File: src/rtl/pods_pkg.sv
// Notes on behaviour
// - Two 8-bit software-writable enable registers, high and low, gate pulse output per bit.
// - A pulse output reaches its pin only when its enable bit and its port direction bit are 1.
// - On the selected trigger, each enabled bit copies its staged data bit into its output level bit.
// - A bit whose enable is clear takes no copy on a trigger and keeps its level.
// - Two 8-bit output level registers, high and low, hold the pulse levels and reset to 0.
// - An output level bit whose enable is set ignores CPU writes; only triggers change it.
// - While a bit's enable is clear, CPU writes to its output level bit take effect to preset it.
// - Trigger copies happen only while the unit runs, never while module stop halts it.
// - Each 4-bit group selects its trigger from timer channel 0 to 3 by a 2-bit field reset to 11.
// - High-byte bits 15..12 form group 3 and bits 11..8 group 2, each triggered on its own.
package pods_pkg;
  localparam logic [2:0] ADDR_ENABLE_HIGH  = 3'h0;
  localparam logic [2:0] ADDR_ENABLE_LOW   = 3'h1;
  localparam logic [2:0] ADDR_LEVEL_HIGH   = 3'h2;
  localparam logic [2:0] ADDR_LEVEL_LOW    = 3'h3;
  localparam logic [2:0] ADDR_STAGED_HIGH  = 3'h4;
  localparam logic [2:0] ADDR_STAGED_LOW   = 3'h5;
  localparam logic [2:0] ADDR_TRIG_SELECT  = 3'h6;
  localparam logic [2:0] ADDR_CONTROL      = 3'h7;
  localparam logic [7:0] RESET_BYTE        = 8'h00;
  localparam logic [7:0] RESET_TRIG_SELECT = 8'hFF;
  localparam int         CONTROL_STOP_BIT  = 0;
  localparam int         GROUP_COUNT       = 4;
endpackage

File: src/rtl/pods_stage.sv
`timescale 1ns/100ps
`default_nettype none
module pods_stage (
  input  wire logic        clk,
  input  wire logic        rst_n,
  input  wire logic [2:0]  addr,
  input  wire logic [7:0]  wdata,
  input  wire logic        wr,
  input  wire logic        rd,
  output logic      [7:0]  rdata,
  input  wire logic [3:0]  compare_match,
  input  wire logic [15:0] port_direction,
  output logic      [15:0] pulse_out,
  output logic      [15:0] pulse_out_en
);
  import pods_pkg::*;

  logic [7:0]  pulse_enable_high;
  logic [7:0]  pulse_enable_low;
  logic [7:0]  output_level_high;
  logic [7:0]  output_level_low;
  logic [7:0]  staged_data_high;
  logic [7:0]  staged_data_low;
  logic [7:0]  trigger_select_register;
  logic        module_stop;
  logic [15:0] enables;
  logic [15:0] levels;
  logic [15:0] staged;
  logic [15:0] write_mask;
  logic [15:0] write_data;
  logic [15:0] next_levels;
  logic [GROUP_COUNT-1:0] group_fire;

  assign enables = {pulse_enable_high, pulse_enable_low};
  assign levels  = {output_level_high, output_level_low};
  assign staged  = {staged_data_high, staged_data_low};
  assign write_data = {wdata, wdata};

  always_ff @(posedge clk) begin
    if (!rst_n) begin
      pulse_enable_high <= RESET_BYTE;
      pulse_enable_low  <= RESET_BYTE;
    end else if (wr) begin
      if (addr == ADDR_ENABLE_HIGH) begin
        pulse_enable_high <= wdata;
      end
      if (addr == ADDR_ENABLE_LOW) begin
        pulse_enable_low <= wdata;
      end
    end
  end

  always_ff @(posedge clk) begin
    if (!rst_n) begin
      staged_data_high <= RESET_BYTE;
      staged_data_low  <= RESET_BYTE;
      module_stop      <= 1'b0;
    end else if (wr) begin
      if (addr == ADDR_STAGED_HIGH) begin
        staged_data_high <= wdata;
      end
      if (addr == ADDR_STAGED_LOW) begin
        staged_data_low <= wdata;
      end
      if (addr == ADDR_CONTROL) begin
        module_stop <= wdata[CONTROL_STOP_BIT];
      end
    end
  end

  // Trigger select, resets to channel 3
  always_ff @(posedge clk) begin
    if (!rst_n) begin
      trigger_select_register <= RESET_TRIG_SELECT;
    end else if (wr && addr == ADDR_TRIG_SELECT) begin
      trigger_select_register <= wdata;
    end
  end

  // Byte lanes of a CPU write to the level registers
  always_comb begin
    write_mask = 16'h0000;
    if (wr && addr == ADDR_LEVEL_HIGH) begin
      write_mask = 16'hFF00;
    end
    if (wr && addr == ADDR_LEVEL_LOW) begin
      write_mask = 16'h00FF;
    end
  end

  genvar g;
  generate
    for (g = 0; g < GROUP_COUNT; g++) begin : gen_group
      assign group_fire[g] = !module_stop &&
                             compare_match[trigger_select_register[2*g +: 2]];
    end
  endgenerate

  // Trigger wins on enabled bits; software only on disabled ones
  genvar b;
  generate
    for (b = 0; b < 16; b++) begin : gen_bit
      // Copy on trigger, enabled bits only
      assign next_levels[b] = enables[b] ?
                              (group_fire[b/4] ? staged[b] : levels[b]) :
                              (write_mask[b] ? write_data[b] : levels[b]);
    end
  endgenerate

  // Level registers reset to zero
  // One process for both bytes, so no bit has two drivers
  always_ff @(posedge clk) begin
    if (!rst_n) begin
      output_level_high <= RESET_BYTE;
      output_level_low  <= RESET_BYTE;
    end else begin
      output_level_high <= next_levels[15:8];
      output_level_low  <= next_levels[7:0];
    end
  end

  // Pins straight from level bits, gated by enable and direction
  assign pulse_out    = levels & enables & port_direction;
  assign pulse_out_en = enables & port_direction;

  // Read data one cycle after the strobe; unmapped reads give zero
  always_ff @(posedge clk) begin
    if (!rst_n) begin
      rdata <= 8'h00;
    end else if (rd) begin
      case (addr)
        ADDR_ENABLE_HIGH: rdata <= pulse_enable_high;
        ADDR_ENABLE_LOW:  rdata <= pulse_enable_low;
        ADDR_LEVEL_HIGH:  rdata <= output_level_high;
        ADDR_LEVEL_LOW:   rdata <= output_level_low;
        ADDR_STAGED_HIGH: rdata <= staged_data_high;
        ADDR_STAGED_LOW:  rdata <= staged_data_low;
        ADDR_TRIG_SELECT: rdata <= trigger_select_register;
        ADDR_CONTROL:     rdata <= {7'h00, module_stop};
        default:          rdata <= 8'h00;
      endcase
    end else begin
      rdata <= 8'h00;
    end
  end
endmodule
`default_nettype wire

File: config.mk
export PLATFORM = sky130hd
export DESIGN_NAME = pods_stage
export DESIGN_NICKNAME = d
export VERILOG_FILES = /design/src/rtl/pods_pkg.sv /design/src/rtl/pods_stage.sv
export SDC_FILE = /design/constraint.sdc
export NUM_CORES = 1
export LEC_CHECK = 0
export ABC_AREA = 1
export BUFFER_PORTS_ARGS = -buffer_cell sky130_fd_sc_hd__buf_2
export CAP_MARGIN = 15
export CORE_UTILIZATION = 40
export CTS_CLUSTER_DIAMETER = 30
export DETAILED_ROUTE_END_ITERATION = 16
export PLACE_DENSITY_LB_ADDON = 0.08
export SLEW_MARGIN = 0
export SYNTH_ARGS = -nofsm -noshare
export SYNTH_HDL_FRONTEND = slang
export SYNTH_SLANG_ARGS = --single-unit
export TNS_END_PERCENT = 10
File: constraint.sdc
create_clock -name clk -period 2 [get_ports clk]
set_input_delay 0.3 -clock clk [delete_from_list [all_inputs] [get_ports clk]]
set_output_delay 0.3 -clock clk [all_outputs]
set_load 0.05 [all_outputs]
==> results of run 1 <==
-- metal layers --
| metal | GRT usage | vias to the layer above | share of wire |
|---|---|---|---|
| li1 | - | 1880 | - |
| met1 | 0.289 | 1644 | 0.44 |
| met2 | 0.422 | 109 | 0.48 |
| met3 | 0.0526 | 22 | 0.057 |
| met4 | 0.122 | 0 | 0.026 |
| met5 | 0 | - | 0 |
-- critical path: stages (launching register included) --
cell and delay [ns]:
sky130_fd_sc_hd__dfxtp_1 0.43, sky130_fd_sc_hd__nand2_1 0.10, sky130_fd_sc_hd__nor2_1 0.09, sky130_fd_sc_hd__buf_2 0.26
-- final cells by class --
class | count | area [µm²]
sequential | 65 | 1300
tap | 105 | 131
fill | 881 | 4110
clock buffer | 14 | 183
inverter | 92 | 345
multi-input combinational | 360 | 1660
clock inverter | 2 | 10.0
timing repair buffer | 83 | 438
-- power breakdown --
part	switching (mW)	internal [mW]	leakage (nW)
Combinational	0.286	0.122	1.33
Sequential	0.0313	1.35	0.529
Clock	0.513	0.582	0.102
-- worst min path at each step --
| stage | endpoint | slack [ns] | depth (start not counted) |
|---|---|---|---|
| finish | trigger_select_register[0]$_SDFFE_PN1P_ | 0.24 | 3 |
| global route | trigger_select_register[0]$_SDFFE_PN1P_ | 0.26 | 3 |
| CTS | trigger_select_register[0]$_SDFFE_PN1P_ | 0.25 | 3 |
| detailed placement | staged_data_low[6]$_SDFFE_PN0P_ | 0.46 | 2 |
| global placement | staged_data_high[6]$_SDFFE_PN0P_ | 0.46 | 2 |
| floorplan | trigger_select_register[0]$_SDFFE_PN1P_ | 0.43 | 2 |
-- metrics by stage --
step	util	area, µm²	setup WS (ns)	power [mW]
after floorplan	-	3360	0.604	1.66
after global placement	0.474	3870	0.365	1.81
after detailed placement	0.474	3870	0.338	1.82
after CTS	0.498	4070	0.440	2.90
after global routing	0.498	4070	0.353	3.01
final	0.498	4070	0.461	2.88
-- registers in the layout (all words and copies together) (netlist names) --
signal                   count
output_level_high            8
pulse_enable_high            8
rdata                        8
trigger_select_register      8
staged_data_low              8
staged_data_high             8
module_stop                  1
pulse_enable_low             8
output_level_low             8
-- cell usage in the layout, fill, tap and decap left out --
cell and n:
sky130_fd_sc_hd__inv_1 88, sky130_fd_sc_hd__o211ai_1 2, sky130_fd_sc_hd__nor3_1 3, sky130_fd_sc_hd__clkinv_1 2, sky130_fd_sc_hd__clkbuf_8 13, sky130_fd_sc_hd__nand3_1 45
sky130_fd_sc_hd__dfxtp_1 65, sky130_fd_sc_hd__a21oi_1 64, sky130_fd_sc_hd__nor2_1 60, sky130_fd_sc_hd__clkinv_2 2, sky130_fd_sc_hd__clkbuf_1 1, sky130_fd_sc_hd__o22ai_1 12
sky130_fd_sc_hd__nand2_1 92, sky130_fd_sc_hd__nor2_4 2, sky130_fd_sc_hd__o21ai_0 69, sky130_fd_sc_hd__buf_2 74, sky130_fd_sc_hd__buf_4 9, sky130_fd_sc_hd__nor2_2 2
sky130_fd_sc_hd__o21ai_1 2, sky130_fd_sc_hd__nand3_2 1, sky130_fd_sc_hd__inv_2 2, sky130_fd_sc_hd__nand2_2 6
-- cell families after synthesis --
kind of cell / Yosys count / share of synthesized area
AND/OR/NAND/NOR: 211 / 0.266
AO/OA/AOI/OAI: 149 / 0.228
buffers and inverters: 104 / 0.120
flip-flops: 65 / 0.387
==> flow_summary.toml, run 1 <==
[global_route]
grt_pass1_wl_mm = 16.0
grt_start_max_net_pins = 35
grt.overflow.total = 0
antenna_violations_before_repair = 0
globalRouteTotalUtil = 0.246
first_global_vias = 3279

[final_layout]
post_layout_nonfiller_instances = 721
synthToLayoutAreaGrowth_pct = 20.9
drive_above_1_share = 0.180
antenna_cells_inserted = 0
final_nets = 646

[setup_path]
worstSetupStartpointType = "register"
rrSetupSlack_ns = 0.75
critical_path.endpoint_type = "output port"
worst_setup_path_endpoint = "pulse_out[9]"
crit_start = "pulse_enable_high[1]$_SDFFE_PN0P_"
cp.required_ns = 1.70
worst_r2r_startpoint = "trigger_select_register[2]$_SDFFE_PN1P_"
cp_max_fo = 6
criticalPathCategory = "register to output port"
timing.critical_path.arrival_ns = 1.24
worstRegToRegCells = 7
worstReg2RegEnd = "output_level_low[6]$_SDFFE_PN0P_"

[floorplanning]
floorplan_die_width_um = 93.7
fp.dieArea_um2 = 8780
floorplan.io_pins = 75
row_count = 33
core_region_area_um2 = 8180
starting_density = 0.412
dieHeight_um = 93.7

[detailed_routing]
vias_per_cell = 5.07
drt.antenna.violating_nets = 0
drt_iter0_markers = 164
postRouteWirelength_mm = 10.3
number_of_iterations_in_the_first_detailed_routing_pass = 4
drt_drc_violations_left = 0
via_count = 3655
routedWlPerCell_um = 14.3

[sta]
slew_at_the_pin_closest_to_its_max_slew_limit_ns = 0.579
hold_violations = 0
grt_setup_unrepaired = "false"
timing.hold.ws_ns = 0.236
final.min_clock_period_ns = 1.54
setup_tns_ns = 0
max_freq_mhz = 650
setup_viol_count_final = 0
final.period_utilization = 0.770
maxSlewHeadroom = 0.613
final-max-slew-violation-count = 0
final.setup_skew_ns = 0.00660

[yosys]
synth_enable_flop_cells = 0
synth-seq-cells = 65
synthesis_warnings = 0
syn-mean-instance-area_um2 = 6.36
synth_async_sr_flop_share = 0
synthCells = 529
syn_nets = 564
yosysTopAreaCell = "sky130_fd_sc_hd__dfxtp_1"
netlist.area_leader.share = 0.387
synth_top_cells_by_count = "sky130_fd_sc_hd__nand2_1 (92), sky130_fd_sc_hd__inv_1 (88), sky130_fd_sc_hd__o21ai_0 (69)"
synth_area_leaders = "sky130_fd_sc_hd__dfxtp_1 (39%), sky130_fd_sc_hd__nand2_1 (10%), sky130_fd_sc_hd__o21ai_0 (10%), sky130_fd_sc_hd__inv_1 (9.8%), sky130_fd_sc_hd__a21oi_1 (9.5%)"
synth_ff_type = "sky130_fd_sc_hd__dfxtp_1"
netlist-cell-type-count = 20
synth-seq-area-share = 0.387
post-synth-top-count-cell = "sky130_fd_sc_hd__nand2_1"
post_synth_instance_area_um2 = 3360

[cts]
count_of_instances_resized_after_the_clock_tree_is_built = 0
cts_hold_buf = 0
postCtsSetupBuffers = 0
numClockSinks = 65
clk_transition_reported_paths_ns = 0.07
cts_made_buffers = 9
cts-root-buf = "sky130_fd_sc_hd__clkbuf_8"
ctsLongestPathBuffers = 2
count_of_h_tree_levels_built_during_cts = 3
clock_latency_ns = 0.35
tritoncts = "built"

[job]
max_cap_violations = 0

[power]
leakage_power_nw = 1.96
ir_worst_vdd_mv = 0.444
power_density_nw_per_um2 = 709

[place]
port_buffers = 74
dpl_cells = 705
place_hpwl_mm = 7.26
gpl.final_weighted_congestion = 0.861

[hold_path]
hold_path.startpoint = "wdata[0]"
holdCritPathClass = "primary input to register"

[outcome]
run_status = "complete, no violations"
Power figures use the tool's default switching activity.
==> inputs of run 2 (changes only) <==
Settings changed: ABC_AREA 1 to 0.
Clock period 2 ns to 1.58 ns, I/O delays scaled along.
==> run 2 against run 1 <==
Effect of this change: final cell count down 17%; first-iteration DRC count down 9.8%; via count decreased by 14%; flip-flop and latch count unchanged; clock-buffer cell count is 3 lower.
==> flow_summary.toml, run 2 <==
[sta]
final.period_utilization = 0.971
grt_setup_unrepaired = "true"
slew_at_the_pin_closest_to_its_max_slew_limit_ns = 0.510
setup_tns_ns = 0
final.min_clock_period_ns = 1.53
post_route_setup_slack_ns = 0.0456
setup_viol_count_final = 0
max_freq_mhz = 652
final-max-slew-violation-count = 0
maxSlewHeadroom = 0.660
final.setup_skew_ns = 0.00708
hold_violations = 0

[setup_path]
worst_setup_path_endpoint = "output_level_low[6]$_SDFFE_PN0P_"
cpLargestDelayFamily = "multiplexers"
worstReg2RegEnd = "output_level_low[6]$_SDFFE_PN0P_"
worstRegToRegCells = 5
critical_path_depth = 5
timing.critical_path.arrival_ns = 1.75
worstSetupStartpointType = "register"
criticalPathCategory = "register to register"
cp.required_ns = 1.80
worst_r2r_startpoint = "trigger_select_register[2]$_SDFFE_PN1P_"
critical_path.max_stage_delay_ns = 0.50
cp_max_fo = 4
crit_start = "trigger_select_register[2]$_SDFFE_PN1P_"
rrSetupSlack_ns = 0.05
path_cells = "mux4_2 > nor2b_1 > buf_4 > mux2i_1 > a21oi_1"
cp.buffers_inverters = 1
cpMaxStageDelayCell = "sky130_fd_sc_hd__mux4_2"
critical_path.endpoint_type = "register"

[hold_path]
min_path_cells = 3
holdCritPathClass = "primary input to register"

[floorplanning]
dieHeight_um = 95.3
fp.dieArea_um2 = 9070
row_count = 33
core_region_area_um2 = 8300
floorplan_die_width_um = 95.3
starting_density = 0.419
floorplan.io_pins = 75

[global_route]
globalRouteTotalUtil = 0.234
grt_start_max_net_pins = 58
grt_pass1_wl_mm = 15.5
first_global_vias = 2829
grt.overflow.total = 0
antenna_violations_before_repair = 0

[yosys]
synth_ff_type = "sky130_fd_sc_hd__dfxtp_1"
post_synth_instance_area_um2 = 3480
synth_top_cells_by_count = "sky130_fd_sc_hd__nand2_1 (83), sky130_fd_sc_hd__dfxtp_1 (65), sky130_fd_sc_hd__mux2i_1 (28)"
multiplexer_area_fraction_after_synthesis = 0.172
synth-simple-area-share = 0.227
synthCells = 405
synth_xor_xnor_area_share = 0
netlist-cell-type-count = 35
synthesis_warnings = 0
largest_family_of_logic_cells_by_synthesized_area = "simple AND/OR/NAND/NOR gates"
post-synth-top-count-cell = "sky130_fd_sc_hd__nand2_1"
synth-compound-area-share = 0.179
netlist.area_leader.share = 0.374
synth-seq-area-share = 0.374
synth_area_leaders = "sky130_fd_sc_hd__dfxtp_1 (37%), sky130_fd_sc_hd__nand2_1 (9.0%), sky130_fd_sc_hd__mux2i_1 (8.1%), sky130_fd_sc_hd__mux2_2 (5.5%), sky130_fd_sc_hd__a21boi_0 (4.5%)"
syn_nets = 440
synthAdderAreaFrac = 0
synth-seq-cells = 65
syn-mean-instance-area_um2 = 8.59
synth_enable_flop_cells = 0
yosysTopAreaCell = "sky130_fd_sc_hd__dfxtp_1"
synth_async_sr_flop_share = 0

[final_layout]
layout.cells.most_common = "sky130_fd_sc_hd__nand2_1"
finish.utilization = 0.507
most-common-layout-cells = "sky130_fd_sc_hd__nand2_1 (83), sky130_fd_sc_hd__buf_2 (74), sky130_fd_sc_hd__dfxtp_1 (61)"
drive_above_1_share = 0.284
antenna_cells_inserted = 0
postLayoutCellArea_um2 = 4210
synthToLayoutAreaGrowth_pct = 20.9
final_nets = 522

[outcome]
run_status = "complete, no violations"

[cts]
numClockSinks = 65
ctsLongestPathBuffers = 2
count_of_h_tree_levels_built_during_cts = 3
clock_latency_ns = 0.34
clk_transition_reported_paths_ns = 0.07
cts-root-buf = "sky130_fd_sc_hd__clkbuf_8"
postCtsSetupBuffers = 0
cts_hold_buf = 0
tritoncts = "built"
cts_made_buffers = 9

[place]
dpl_worst_slack_ns = -0.0438
port_buffers = 74
gpl.final_weighted_congestion = 0.829
place_hpwl_mm = 7.16
placedInstanceArea_um2 = 4040

[detailed_routing]
drt.antenna.violating_nets = 0
drt_drc_violations_left = 0
drt_iter0_markers = 148
via_count = 3130
postRouteWirelength_mm = 10.0
vias_per_cell = 5.26
number_of_iterations_in_the_first_detailed_routing_pass = 4
routedWlPerCell_um = 16.9

[power]
fin_total_pwr_mw = 3.53
power_density_nw_per_um2 = 838
ir_worst_vdd_mv = 0.405
leakage_power_nw = 1.91

[job]
max_cap_violations = 0
-- run 2: cell type report --
class | count | area, µm²
clock buffers | 11 | 151
multi-input cells | 311 | 2010
inverters | 4 | 15.0
clock inverters | 3 | 17.5
fillers | 805 | 4090
well taps | 105 | 131
flip-flops and latches | 65 | 1310
repair buffers | 96 | 573
-- run 2: what timing repair did --
item,CTS,global route
pin swaps,0,1
endpoints found under the setup margin,8,10
gates resized for setup,3,5
-- run 2: worst min-delay path, stage by stage --
cell	delay, ns
sky130_fd_sc_hd__buf_2	0.15
sky130_fd_sc_hd__nand2_1	0.07
sky130_fd_sc_hd__a21boi_1	0.05
-- run 2: kinds of logic (layout without fill, tap and decap cells) --
group           after synthesis  in the layout
buf+inv                      29            114
compound gates               97             97
flops                        65             65
simple gates                164            164
mux                          50             50
-- run 2: worst min path at each step --
stage | from | end | slack (ns)
floorplan | wdata[0] | trigger_select_register[0]$_SDFFE_PN1P_ | 0.36
global placement | staged_data_high[6]$_SDFFE_PN0P_ | staged_data_high[6]$_SDFFE_PN0P_ | 0.47
detailed placement | staged_data_low[6]$_SDFFE_PN0P_ | staged_data_low[6]$_SDFFE_PN0P_ | 0.48
CTS | wdata[4] | pulse_enable_low[4]$_SDFFE_PN0P_ | 0.20
global route | wdata[4] | pulse_enable_low[4]$_SDFFE_PN0P_ | 0.21
finish | wdata[2] | staged_data_low[2]$_SDFFE_PN0P_ | 0.21
-- run 2: per-stage QoR --
stage	cells	hold WS, ns
after floorplan	405	0.361
after global placement	582	0.466
after detailed placement	582	0.477
after CTS	596	0.195
after global routing	595	0.212
final	595	0.212
-- run 2: layer usage --
metal | wire [µm] | GRT usage | vias up
met3 | 520 | 0.0399 | 12
met5 | 0 | 0 | -
li1 | - | - | 1584
met1 | 5020 | 0.334 | 1447
met4 | 154 | 0.0884 | 0
met2 | 4350 | 0.347 | 87
-- run 2: power breakdown --
part | total, mW | switching (mW) | internal, mW
logic | 0.515 | 0.289 | 0.226
registers | 1.74 | 0.0487 | 1.69
clock network | 1.27 | 0.639 | 0.633
